$ cat src/hdl/brf_params.svh
`ifndef BRF_PARAMS_SVH
`define BRF_PARAMS_SVH
// fault display codes: decimal gauge numbers written in hex, except tiedown 3b and redundancy 0c
`define BRF_CODE_BRAKE_OPEN 8'h24
`define BRF_CODE_BRAKE_ON 8'h25
`define BRF_CODE_NOT_SET 8'h26
`define BRF_CODE_TIEDOWN 8'h3b
`define BRF_CODE_REV_SEQ 8'h68
`define BRF_CODE_REDUND 8'h0c
`define BRF_CODE_TIMEOUT 8'h69
`define BRF_CODE_ENCODER 8'h12
// beacon patterns: high nibble long flashes, low nibble short flashes
`define BRF_BEACON_BRAKE_OPEN 8'h25
`define BRF_BEACON_BRAKE_ON 8'h26
`define BRF_BEACON_NOT_SET 8'h26
`define BRF_BEACON_TIEDOWN 8'h59
`define BRF_BEACON_REV_SEQ 8'h1a
`define BRF_BEACON_REDUND 8'h34
`define BRF_BEACON_TIMEOUT 8'h1b
`define BRF_BEACON_ENCODER 8'h32
// status-bit index per fault, one bit each in o_fault_vector
`define BRF_BIT_BRAKE_OPEN 0
`define BRF_BIT_BRAKE_ON 1
`define BRF_BIT_NOT_SET 2
`define BRF_BIT_TIEDOWN 3
`define BRF_BIT_REV_SEQ 4
`define BRF_BIT_REDUND 5
`define BRF_BIT_TIMEOUT 6
`define BRF_BIT_ENCODER 7
`define BRF_NUM_FAULTS 8
// brake engagement delay: 200 ms at 100 ns per cycle
`define BRF_ENGAGE_MS 200
`define BRF_CLK_NS 100
`define BRF_ENGAGE_CYCLES ((`BRF_ENGAGE_MS * 1000000) / `BRF_CLK_NS)
`endif

$ cat src/hdl/brf_pkg.sv
package brf_pkg;
   // emergency reverse sequencing
   typedef enum logic [1:0] {
      REV_IDLE,
      REV_ACTIVE,
      REV_DONE
   } brf_rev_type;
   // fault category reported
   typedef enum logic [0:0] {
      CAT_SYSTEM,
      CAT_USER
   } brf_cat_type;
endpackage

$ cat src/hdl/brf_monitor.sv
// Notes on behaviour
// - driver on, no current: open fault, full brake
// - open fault held until repair, driver cycle, key
// - movement after brake delay: not-set fault
// - reverse at interlock command: tiedown fault
// - tiedown clears: no reverse, throttle zero, neutral
// - reverse ends off-neutral: sequencing fault
// - sequencing clear needs neutral, interlock if option
// - reverse contacts agree: redundancy fault, all off
// - reverse held beyond limit: timeout fault
// - encoder out of range: encoder fault, key clears
// - current while brake off: driver-on fault
`include "brf_params.svh"
`timescale 1ns/1ps
`default_nettype none
module brf_monitor
   import brf_pkg::*;
#(
   parameter int ENGAGE_CYCLES = `BRF_ENGAGE_CYCLES // brake settle time in cycles
) (
   input wire logic i_mclk, // controller clock, 10 MHz
   input wire logic i_resetn, // async reset, active low
   input wire logic i_key_switch_input, // key switch pin, high = on
   input wire logic i_interlock, // interlock pin, high = commanded
   input wire logic i_throttle_active, // throttle off zero
   input wire logic i_direction_fwd, // forward selected
   input wire logic i_direction_rev, // reverse selected
   input wire logic i_emergency_reverse_no, // normally-open reverse contact
   input wire logic i_emergency_reverse_nc, // normally-closed reverse contact
   input wire logic i_brake_cmd, // brake driver commanded on (releases brake)
   input wire logic i_brake_current, // coil current sensed
   input wire logic i_motion, // vehicle movement sensed
   input wire logic i_encoder_switch_input, // encoder in range flag
   input wire logic i_reverse_release_option, // interlock must drop to clear
   input wire logic [31:0] i_reverse_limit, // reverse time limit in cycles
   output logic o_throttle_shutdown, // throttle held off
   output logic o_park_brake_shutdown, // brake driver forced off
   output logic o_full_braking_action, // full braking demand
   output logic o_motor_shutdown, // motor bridge off
   output logic o_all_shutdown, // every output off
   output logic [`BRF_NUM_FAULTS-1:0] o_fault_vector, // latched faults
   output logic [7:0] o_fault_code, // highest priority code, 0 = none
   output logic [7:0] o_beacon, // beacon pattern of that fault
   output logic o_user_category // shown fault is user category
);
   ////////////////////////////////////////////////////////////////////////////
   // input synchronisation: every pin passes two flops
   localparam int NSYNC = 12;
   logic [NSYNC-1:0] pins; // synchronised pins
   logic key, ilk, thr, dfw, drv, rno, rnc, bcmd, bcur, mot, enc, opt;
   brf_sync #(.WIDTH(NSYNC)) u_sync (
      .i_mclk(i_mclk),
      .i_resetn(i_resetn),
      .i_async({i_key_switch_input, i_interlock, i_throttle_active, i_direction_fwd,
                i_direction_rev, i_emergency_reverse_no, i_emergency_reverse_nc,
                i_brake_cmd, i_brake_current, i_motion, i_encoder_switch_input,
                i_reverse_release_option}),
      .o_sync(pins)
   );
   assign {key, ilk, thr, dfw, drv, rno, rnc, bcmd, bcur, mot, enc, opt} = pins;

   logic neutral; // no throttle and no direction
   logic rev_on; // reverse commanded
   assign neutral = !thr && !dfw && !drv;
   assign rev_on = rno && !rnc;

   ////////////////////////////////////////////////////////////////////////////
   // edge history for key, interlock and brake driver
   logic key_d, ilk_d, bcmd_d; // last cycle's levels
   logic key_rise, ilk_rise, bcmd_fall; // one-cycle edges
   logic key_cycled, drv_cycled; // key went off, driver went off since open fault
   logic next_key_cycled, next_drv_cycled;
   assign key_rise = key && !key_d;
   assign ilk_rise = ilk && !ilk_d;
   assign bcmd_fall = !bcmd && bcmd_d;

   ////////////////////////////////////////////////////////////////////////////
   // brake engage timer and reverse timer
   logic [31:0] engage_cnt, next_engage_cnt; // cycles since brake commanded to set
   logic [31:0] rev_cnt, next_rev_cnt; // cycles reverse held
   brf_rev_type rev_state, next_rev_state; // reverse sequencing
   logic engaged; // settle time has passed
   assign engaged = (engage_cnt >= 32'(ENGAGE_CYCLES));

   logic [`BRF_NUM_FAULTS-1:0] flt, next_flt; // latched fault bits
   logic [1:0] warm, next_warm; // synchroniser fill after reset
   logic primed; // pins now show real levels
   // the synchroniser resets to zero, which looks like agreeing reverse contacts
   // and a bad encoder; sets wait until real pin levels have arrived
   assign primed = warm[1];

   // next-state logic
   always_comb begin
      next_key_cycled = key_cycled;
      next_drv_cycled = drv_cycled;
      next_engage_cnt = engage_cnt;
      next_rev_cnt = rev_cnt;
      next_rev_state = rev_state;
      next_flt = flt;
      next_warm = {warm[0], 1'b1};
      // key-off seen: armed to clear on the next key-on
      if (!key) begin
         next_key_cycled = 1'b1;
      end else if (key_rise) begin
         next_key_cycled = 1'b0;
      end
      // driver cycle tracked only while the open fault stands
      if (!flt[`BRF_BIT_BRAKE_OPEN]) begin
         next_drv_cycled = 1'b0;
      end else if (bcmd_fall) begin
         next_drv_cycled = 1'b1;
      end
      // brake set timer runs while driver is off
      if (bcmd) begin
         next_engage_cnt = '0;
      end else if (!engaged) begin
         next_engage_cnt = engage_cnt + 32'h1;
      end
      // reverse duration timer
      if (!rev_on) begin
         next_rev_cnt = '0;
      end else if (rev_cnt != 32'hffffffff) begin
         next_rev_cnt = rev_cnt + 32'h1;
      end
      // reverse event sequencing
      case (rev_state)
         REV_IDLE: begin
            if (rev_on) begin
               next_rev_state = REV_ACTIVE;
            end
         end
         REV_ACTIVE: begin
            if (!rev_on) begin
               next_rev_state = REV_DONE;
            end
         end
         default: begin
            next_rev_state = REV_IDLE;
         end
      endcase

      // clears first, then sets, so a cause present now always wins
      if (key_rise && key_cycled) begin
         next_flt[`BRF_BIT_BRAKE_ON] = 1'b0;
         next_flt[`BRF_BIT_ENCODER] = 1'b0;
         next_flt[`BRF_BIT_REDUND] = 1'b0;
         next_flt[`BRF_BIT_NOT_SET] = 1'b0;
         if (drv_cycled) begin
            next_flt[`BRF_BIT_BRAKE_OPEN] = 1'b0;
         end
      end
      if (thr || ilk_rise) begin
         next_flt[`BRF_BIT_NOT_SET] = 1'b0;
      end
      if (!rev_on && neutral) begin
         next_flt[`BRF_BIT_TIEDOWN] = 1'b0;
      end
      if (neutral && (!opt || !ilk)) begin
         next_flt[`BRF_BIT_REV_SEQ] = 1'b0;
      end
      if (!rev_on) begin
         next_flt[`BRF_BIT_TIMEOUT] = 1'b0;
      end

      // set conditions, held off until the synchroniser is full
      if (primed) begin
         if (bcmd && !bcur) begin
            next_flt[`BRF_BIT_BRAKE_OPEN] = 1'b1;
         end
         if (!bcmd && bcur) begin
            next_flt[`BRF_BIT_BRAKE_ON] = 1'b1;
         end
         if (!bcmd && engaged && mot) begin
            next_flt[`BRF_BIT_NOT_SET] = 1'b1;
         end
         if (ilk_rise && rev_on) begin
            next_flt[`BRF_BIT_TIEDOWN] = 1'b1;
         end
         if (rev_state == REV_DONE && !(neutral && (!opt || !ilk))) begin
            next_flt[`BRF_BIT_REV_SEQ] = 1'b1;
         end
         if (rno == rnc) begin
            next_flt[`BRF_BIT_REDUND] = 1'b1;
         end
         if (rev_on && rev_cnt >= i_reverse_limit) begin
            next_flt[`BRF_BIT_TIMEOUT] = 1'b1;
         end
         if (!enc) begin
            next_flt[`BRF_BIT_ENCODER] = 1'b1;
         end
      end
   end

   // state registers
   always_ff @(posedge i_mclk or negedge i_resetn) begin
      if (!i_resetn) begin
         key_d <= 1'b0;
         ilk_d <= 1'b0;
         bcmd_d <= 1'b0;
         key_cycled <= 1'b1;
         drv_cycled <= 1'b0;
         engage_cnt <= '0;
         rev_cnt <= '0;
         rev_state <= REV_IDLE;
         flt <= '0;
         warm <= 2'h0;
      end else begin
         key_d <= key;
         ilk_d <= ilk;
         bcmd_d <= bcmd;
         key_cycled <= next_key_cycled;
         drv_cycled <= next_drv_cycled;
         engage_cnt <= next_engage_cnt;
         rev_cnt <= next_rev_cnt;
         rev_state <= next_rev_state;
         flt <= next_flt;
         warm <= next_warm;
      end
   end

   ////////////////////////////////////////////////////////////////////////////
   // shutdown decode and reported code, registered
   logic next_thr_sd, next_brk_sd, next_full, next_mot_sd, next_all;
   logic [7:0] next_code, next_beacon;
   logic next_user;
   // priority: redundancy first since it kills everything
   always_comb begin
      next_all = flt[`BRF_BIT_REDUND];
      next_mot_sd = flt[`BRF_BIT_ENCODER] || next_all;
      next_full = flt[`BRF_BIT_BRAKE_OPEN] || flt[`BRF_BIT_BRAKE_ON];
      next_brk_sd = |flt; // every fault here sheds the brake driver
      next_thr_sd = |flt;
      next_code = 8'h00;
      next_beacon = 8'h00;
      next_user = 1'b0;
      if (flt[`BRF_BIT_REDUND]) begin
         next_code = `BRF_CODE_REDUND;
         next_beacon = `BRF_BEACON_REDUND;
      end else if (flt[`BRF_BIT_ENCODER]) begin
         next_code = `BRF_CODE_ENCODER;
         next_beacon = `BRF_BEACON_ENCODER;
      end else if (flt[`BRF_BIT_BRAKE_ON]) begin
         next_code = `BRF_CODE_BRAKE_ON;
         next_beacon = `BRF_BEACON_BRAKE_ON;
      end else if (flt[`BRF_BIT_BRAKE_OPEN]) begin
         next_code = `BRF_CODE_BRAKE_OPEN;
         next_beacon = `BRF_BEACON_BRAKE_OPEN;
      end else if (flt[`BRF_BIT_NOT_SET]) begin
         next_code = `BRF_CODE_NOT_SET;
         next_beacon = `BRF_BEACON_NOT_SET;
      end else if (flt[`BRF_BIT_TIEDOWN]) begin
         next_code = `BRF_CODE_TIEDOWN;
         next_beacon = `BRF_BEACON_TIEDOWN;
         next_user = 1'b1;
      end else if (flt[`BRF_BIT_REV_SEQ]) begin
         next_code = `BRF_CODE_REV_SEQ;
         next_beacon = `BRF_BEACON_REV_SEQ;
         next_user = 1'b1;
      end else if (flt[`BRF_BIT_TIMEOUT]) begin
         next_code = `BRF_CODE_TIMEOUT;
         next_beacon = `BRF_BEACON_TIMEOUT;
         next_user = 1'b1;
      end
   end

   // output registers
   always_ff @(posedge i_mclk or negedge i_resetn) begin
      if (!i_resetn) begin
         o_throttle_shutdown <= 1'b0;
         o_park_brake_shutdown <= 1'b0;
         o_full_braking_action <= 1'b0;
         o_motor_shutdown <= 1'b0;
         o_all_shutdown <= 1'b0;
         o_fault_vector <= '0;
         o_fault_code <= 8'h00;
         o_beacon <= 8'h00;
         o_user_category <= 1'b0;
      end else begin
         o_throttle_shutdown <= next_thr_sd;
         o_park_brake_shutdown <= next_brk_sd;
         o_full_braking_action <= next_full;
         o_motor_shutdown <= next_mot_sd;
         o_all_shutdown <= next_all;
         o_fault_vector <= flt;
         o_fault_code <= next_code;
         o_beacon <= next_beacon;
         o_user_category <= next_user;
      end
   end
endmodule // brf_monitor
`default_nettype wire

$ cat src/hdl/brf_sync.sv
`timescale 1ns/1ps
`default_nettype none
// two-flop synchroniser for pin-level inputs
module brf_sync #(
   parameter int WIDTH = 1
) (
   input wire logic i_mclk, // controller clock
   input wire logic i_resetn, // async reset, active low
   input wire logic [WIDTH-1:0] i_async, // raw pin levels
   output logic [WIDTH-1:0] o_sync // synchronised levels
);
   logic [WIDTH-1:0] stage1; // first stage, read only by stage two
   logic [WIDTH-1:0] stage2; // second stage
   always_ff @(posedge i_mclk or negedge i_resetn) begin
      if (!i_resetn) begin
         stage1 <= '0;
         stage2 <= '0;
      end else begin
         stage1 <= i_async;
         stage2 <= stage1;
      end
   end
   assign o_sync = stage2;
endmodule // brf_sync
`default_nettype wire

$ cat config.mk
export PLATFORM = sky130hd
export DESIGN_NAME = brf_monitor
export DESIGN_NICKNAME = d
export VERILOG_FILES = /design/src/hdl/brf_pkg.sv /design/src/hdl/brf_monitor.sv /design/src/hdl/brf_sync.sv
export VERILOG_INCLUDE_DIRS = /design/src /design/src/hdl
export SDC_FILE = /design/constraint.sdc
export NUM_CORES = 1
export LEC_CHECK = 0
export ABC_AREA = 1
export BUFFER_PORTS_ARGS = -buffer_cell sky130_fd_sc_hd__buf_4
export CAP_MARGIN = 20
export CORE_ASPECT_RATIO = 0.5
export CORE_MARGIN = 2
export CORE_UTILIZATION = 52
export DETAILED_ROUTE_END_ITERATION = 12
export PLACE_DENSITY = 0.73
export SLEW_MARGIN = 10
export SYNTH_ARGS = -nofsm -noshare
export SYNTH_HDL_FRONTEND = slang
export SYNTH_SLANG_ARGS = --single-unit
$ cat constraint.sdc
create_clock -name i_mclk -period 2.1 [get_ports i_mclk]
set_input_delay 0.21 -clock i_mclk [delete_from_list [all_inputs] [get_ports i_mclk]]
set_output_delay 0.21 -clock i_mclk [all_outputs]
set_load 0.02 [all_outputs]
==> flow_summary.toml <==
[global_routing]
grt_pass1_vias = 5521
overflow = 0
grt_pass1_wl_um = 25700
grt_max_degree = 55
antenna_found_initial = 0
grt_use_total_pct = 23.5

[cts]
insertion_delay_ps = 410
cts_buffer_depth = 2
htreeDepth = 4
post_cts_buffers = 0
ctsResizeCount = 0
cts_buffers = 17
tritoncts = "yes"
cts.reportedPaths.clkPinSlew_ps = 60
root_buffer = "clkbuf_16"
cts.sinks = 130

[timing]
worst_slew_pin_slew_ps = 550
slew_viol_final = 0
fin_crit_sh_pct = 90.3
skew_ps = 6.69
hold_viol_final = 0
fin_crit_ps = 1900
tns_ps = 0
setup_viol = 0
rsz0062_at_grt = "no"
timing.fmax_mhz = 527
max_slew_margin_pct = 63.0

[min_path]
hold_class = "input pin to async pin"

[power]
p_int_mw = 4.73
combinationalPowerShare_pct = 9.0
p_seq_share_pct = 43.5
power.leakage_nw = 3.99
p_clk_share_pct = 47.5
power_density_nw_per_um2 = 762
p_sw_mw = 1.50
peakVddDrop_mv = 0.503
switching_share_pct = 24.1

[floorplan]
die_area_sq_um = 13900
placementRows = 29
pin_count = 76
core_area_sq_um = 12600
initial_core_util_pct = 53.1
die_width_um = 165
die_y_um = 84.3

[setup_path]
path_buf_inv = 1
r2r_cells = 8
crit_chain = "ha_1 > nand2_2 > nor2_4 > nand2_2 > nor2_2 > nand3_2 > buf_4 > o31ai_1"
slowest_stage = "dfrtp_1"
cp.arrival_ps = 2210
crit_family = "simple AND/OR/NAND/NOR gates"
crit_type = "flip-flop to flip-flop"
crit_top_cell = "nand2_2"
cpPeakStageDelay_ps = 390
ff2ff_setup_slack_ps = 200
start_kind = "flip-flop"
critPathCaptureType = "flip-flop"
crit_required_ps = 2410
timing.rr.end = "rev_cnt[6]$_DFFE_PN0P_"
r2r_start = "rev_cnt[1]$_DFFE_PN0P_"
critPathMaxFanout = 22
startpoint = "rev_cnt[1]$_DFFE_PN0P_"

[yosys]
ys_seq_area_share_pct = 48.6
ys_warn_count = 0
netlist_instances = 804
synth_area_sq_um = 6700
synth.avg_cell_area_sq_um = 8.34
synthAdderAreaFrac_pct = 6.72
synth_top_area_share_pct = 48.2
ys.flop_type = "dfrtp_1"
synthTopCellsByArea = "dfrtp_1 (48%), nand2_1 (9.7%), ha_1 (6.7%), inv_1 (6.4%), nor2_1 (4.9%)"
synth_edf_count = 0
synthArstFlopShare_pct = 100
ys_ff_latch = 130
synthMuxAreaShare_pct = 0
synth-xor-area-share_pct = 1.83
synth_cell_types = 39
synth_top_family_by_area = "simple AND/OR/NAND/NOR gates"
synth_compound_gate_area_share_pct = 7.52
synth-simple-area-share_pct = 26.9
yosysTopAreaCell = "dfrtp_1"

[outcome]
status = "finished, final reports clean"

[layout]
n_antenna_cell = 0
final_common_cell = "nand2_1"
mostFrequentLayoutCells = "nand2_1 (173), dfrtp_1 (129), inv_1 (115), nor2_1 (88), buf_4 (80)"
instances_no_fill = 1084
area_growth_pct = 21.9
fin_area_sq_um = 8170
nets = 983
layout-drive-gt1-share_pct = 16.6

[drt]
drtIter0Drc = 397
ant_nets = 0
drc_errors = 0
wl_um = 14800
viasPerCell = 5.11
routedWlPerCell_um = 13.6
drt_pass1_iterations = 5
via_count = 5541

[placement]
portBuffers = 73
dp_cells = 1039
dp_hpwl_um = 10700
dpl_cell_area_sq_um = 7450
gp_congestion = 0.974

[job]
maxCapViolCount = 0
==> synthesized netlist by cell type, types with 3 or more instances <==
master,n
nand3_1,43
nor3_2,6
or2_2,9
o31ai_1,9
a21oi_1,26
o21ai_1,7
xor2_1,11
nor2_2,6
buf_2,4
inv_1,115
inv_2,4
ha_1,36
o21ai_0,41
buf_4,7
nor2_1,88
nand4_1,25
nor3_1,26
nor2_4,4
dfrtp_1,129
nand2_2,4
xnor2_1,3
nand2_1,173
clkbuf_1,5
==> cell type report <==
cell class | instances | area (sq um)
Timing Repair Buffer | 95 | 771
Fill cell | 1050 | 4460
Clock buffer | 19 | 433
Tap cell | 170 | 213
Multi-Input combinational cell | 538 | 2890
Clock inverter | 13 | 159
Inverter | 119 | 447
Sequential cell | 130 | 3250
==> what timing repair did <==
action,4_1_cts,5_1_grt
setup endpoints to repair,0,0
endpoints found under the hold margin,42,0
hold buffers,13,0
==> flip-flops by register name, summed over array words and instances, names as in the netlist <==
| register | count |
|---|---|
| o_fault_code | 6 |
| bcmd_d | 1 |
| warm | 2 |
| o_park_brake_shutdown | 1 |
| o_beacon | 7 |
| rev_cnt | 32 |
| key_d | 1 |
| o_full_braking_action | 1 |
| rev_state | 2 |
| drv_cycled | 1 |
| ilk_d | 1 |
| engage_cnt | 32 |
| o_motor_shutdown | 1 |
| flt | 8 |
| u_sync.o_sync | 12 |
| o_fault_vector | 8 |
| o_user_category | 1 |
| u_sync.stage1 | 12 |
| key_cycled | 1 |
==> power groups by stage <==
stage | registers, mW | clock network (mW) | logic (mW)
after CTS | 2.71 | 3.00 | 0.566
final | 2.71 | 2.96 | 0.559
after global placement | 2.75 | 0 | 0.527
after global routing | 2.73 | 3.13 | 0.624
after floorplan | 2.80 | 0 | 0.202
after detailed placement | 2.75 | 0 | 0.538
==> worst reg2reg max path, delay by kind of cell, from the launching register on <==
family | cells | cell delay (ps)
compound gates | 1 | 100
simple gates | 5 | 780
buf+inv | 1 | 300
flops | 1 | 390
fa+ha+maj | 1 | 230
==> kinds of logic (layout without fill, tap and decap cells) <==
family,Yosys count,after routing
AOI/OAI and AO/OA,91,91
xor gates and xnor gates,14,14
adders and majority gates,36,36
buffers and inverters,137,246
DFF,130,130
other,2,3
and+or+nand+nor,394,394
==> how the worst max path moves through the flow <==
stage                               to  slack (ps)  cells after the start
3_3_place_gp   rev_cnt[21]$_DFFE_PN0P_         310                      8
2_1_floorplan  rev_cnt[28]$_DFFE_PN0P_         570                      9
5_1_grt        rev_cnt[31]$_DFFE_PN0P_          30                      8
3_5_place_dp    rev_cnt[6]$_DFFE_PN0P_         220                      8
6_report        rev_cnt[6]$_DFFE_PN0P_         200                      8
4_1_cts         rev_cnt[6]$_DFFE_PN0P_         190                      8
==> through the flow <==
step	worst slack [ps]	power, mW	util [%]	hold WS (ps)
4_1_cts	194	6.28	64.7	287
6_report	203	6.23	64.7	286
5_1_grt	25.9	6.48	64.7	320
3_5_place_dp	217	3.29	59.0	187
3_3_place_gp	309	3.28	59.0	188
2_1_floorplan	574	3.00	-	-85.6
==> metal layers <==
metal | part of all wire (%) | track usage [%] | vias to the layer above | routed length, um
li1 | - | - | 2785 | -
met1 | 45 | 31.3 | 2583 | 6710
met2 | 48 | 38.8 | 146 | 7050
met3 | 5.2 | 5.43 | 27 | 773
met4 | 1.7 | 7.19 | 0 | 255
met5 | 0 | 0 | - | 0
No activity file was read; power rests on OpenSTA's default activity.
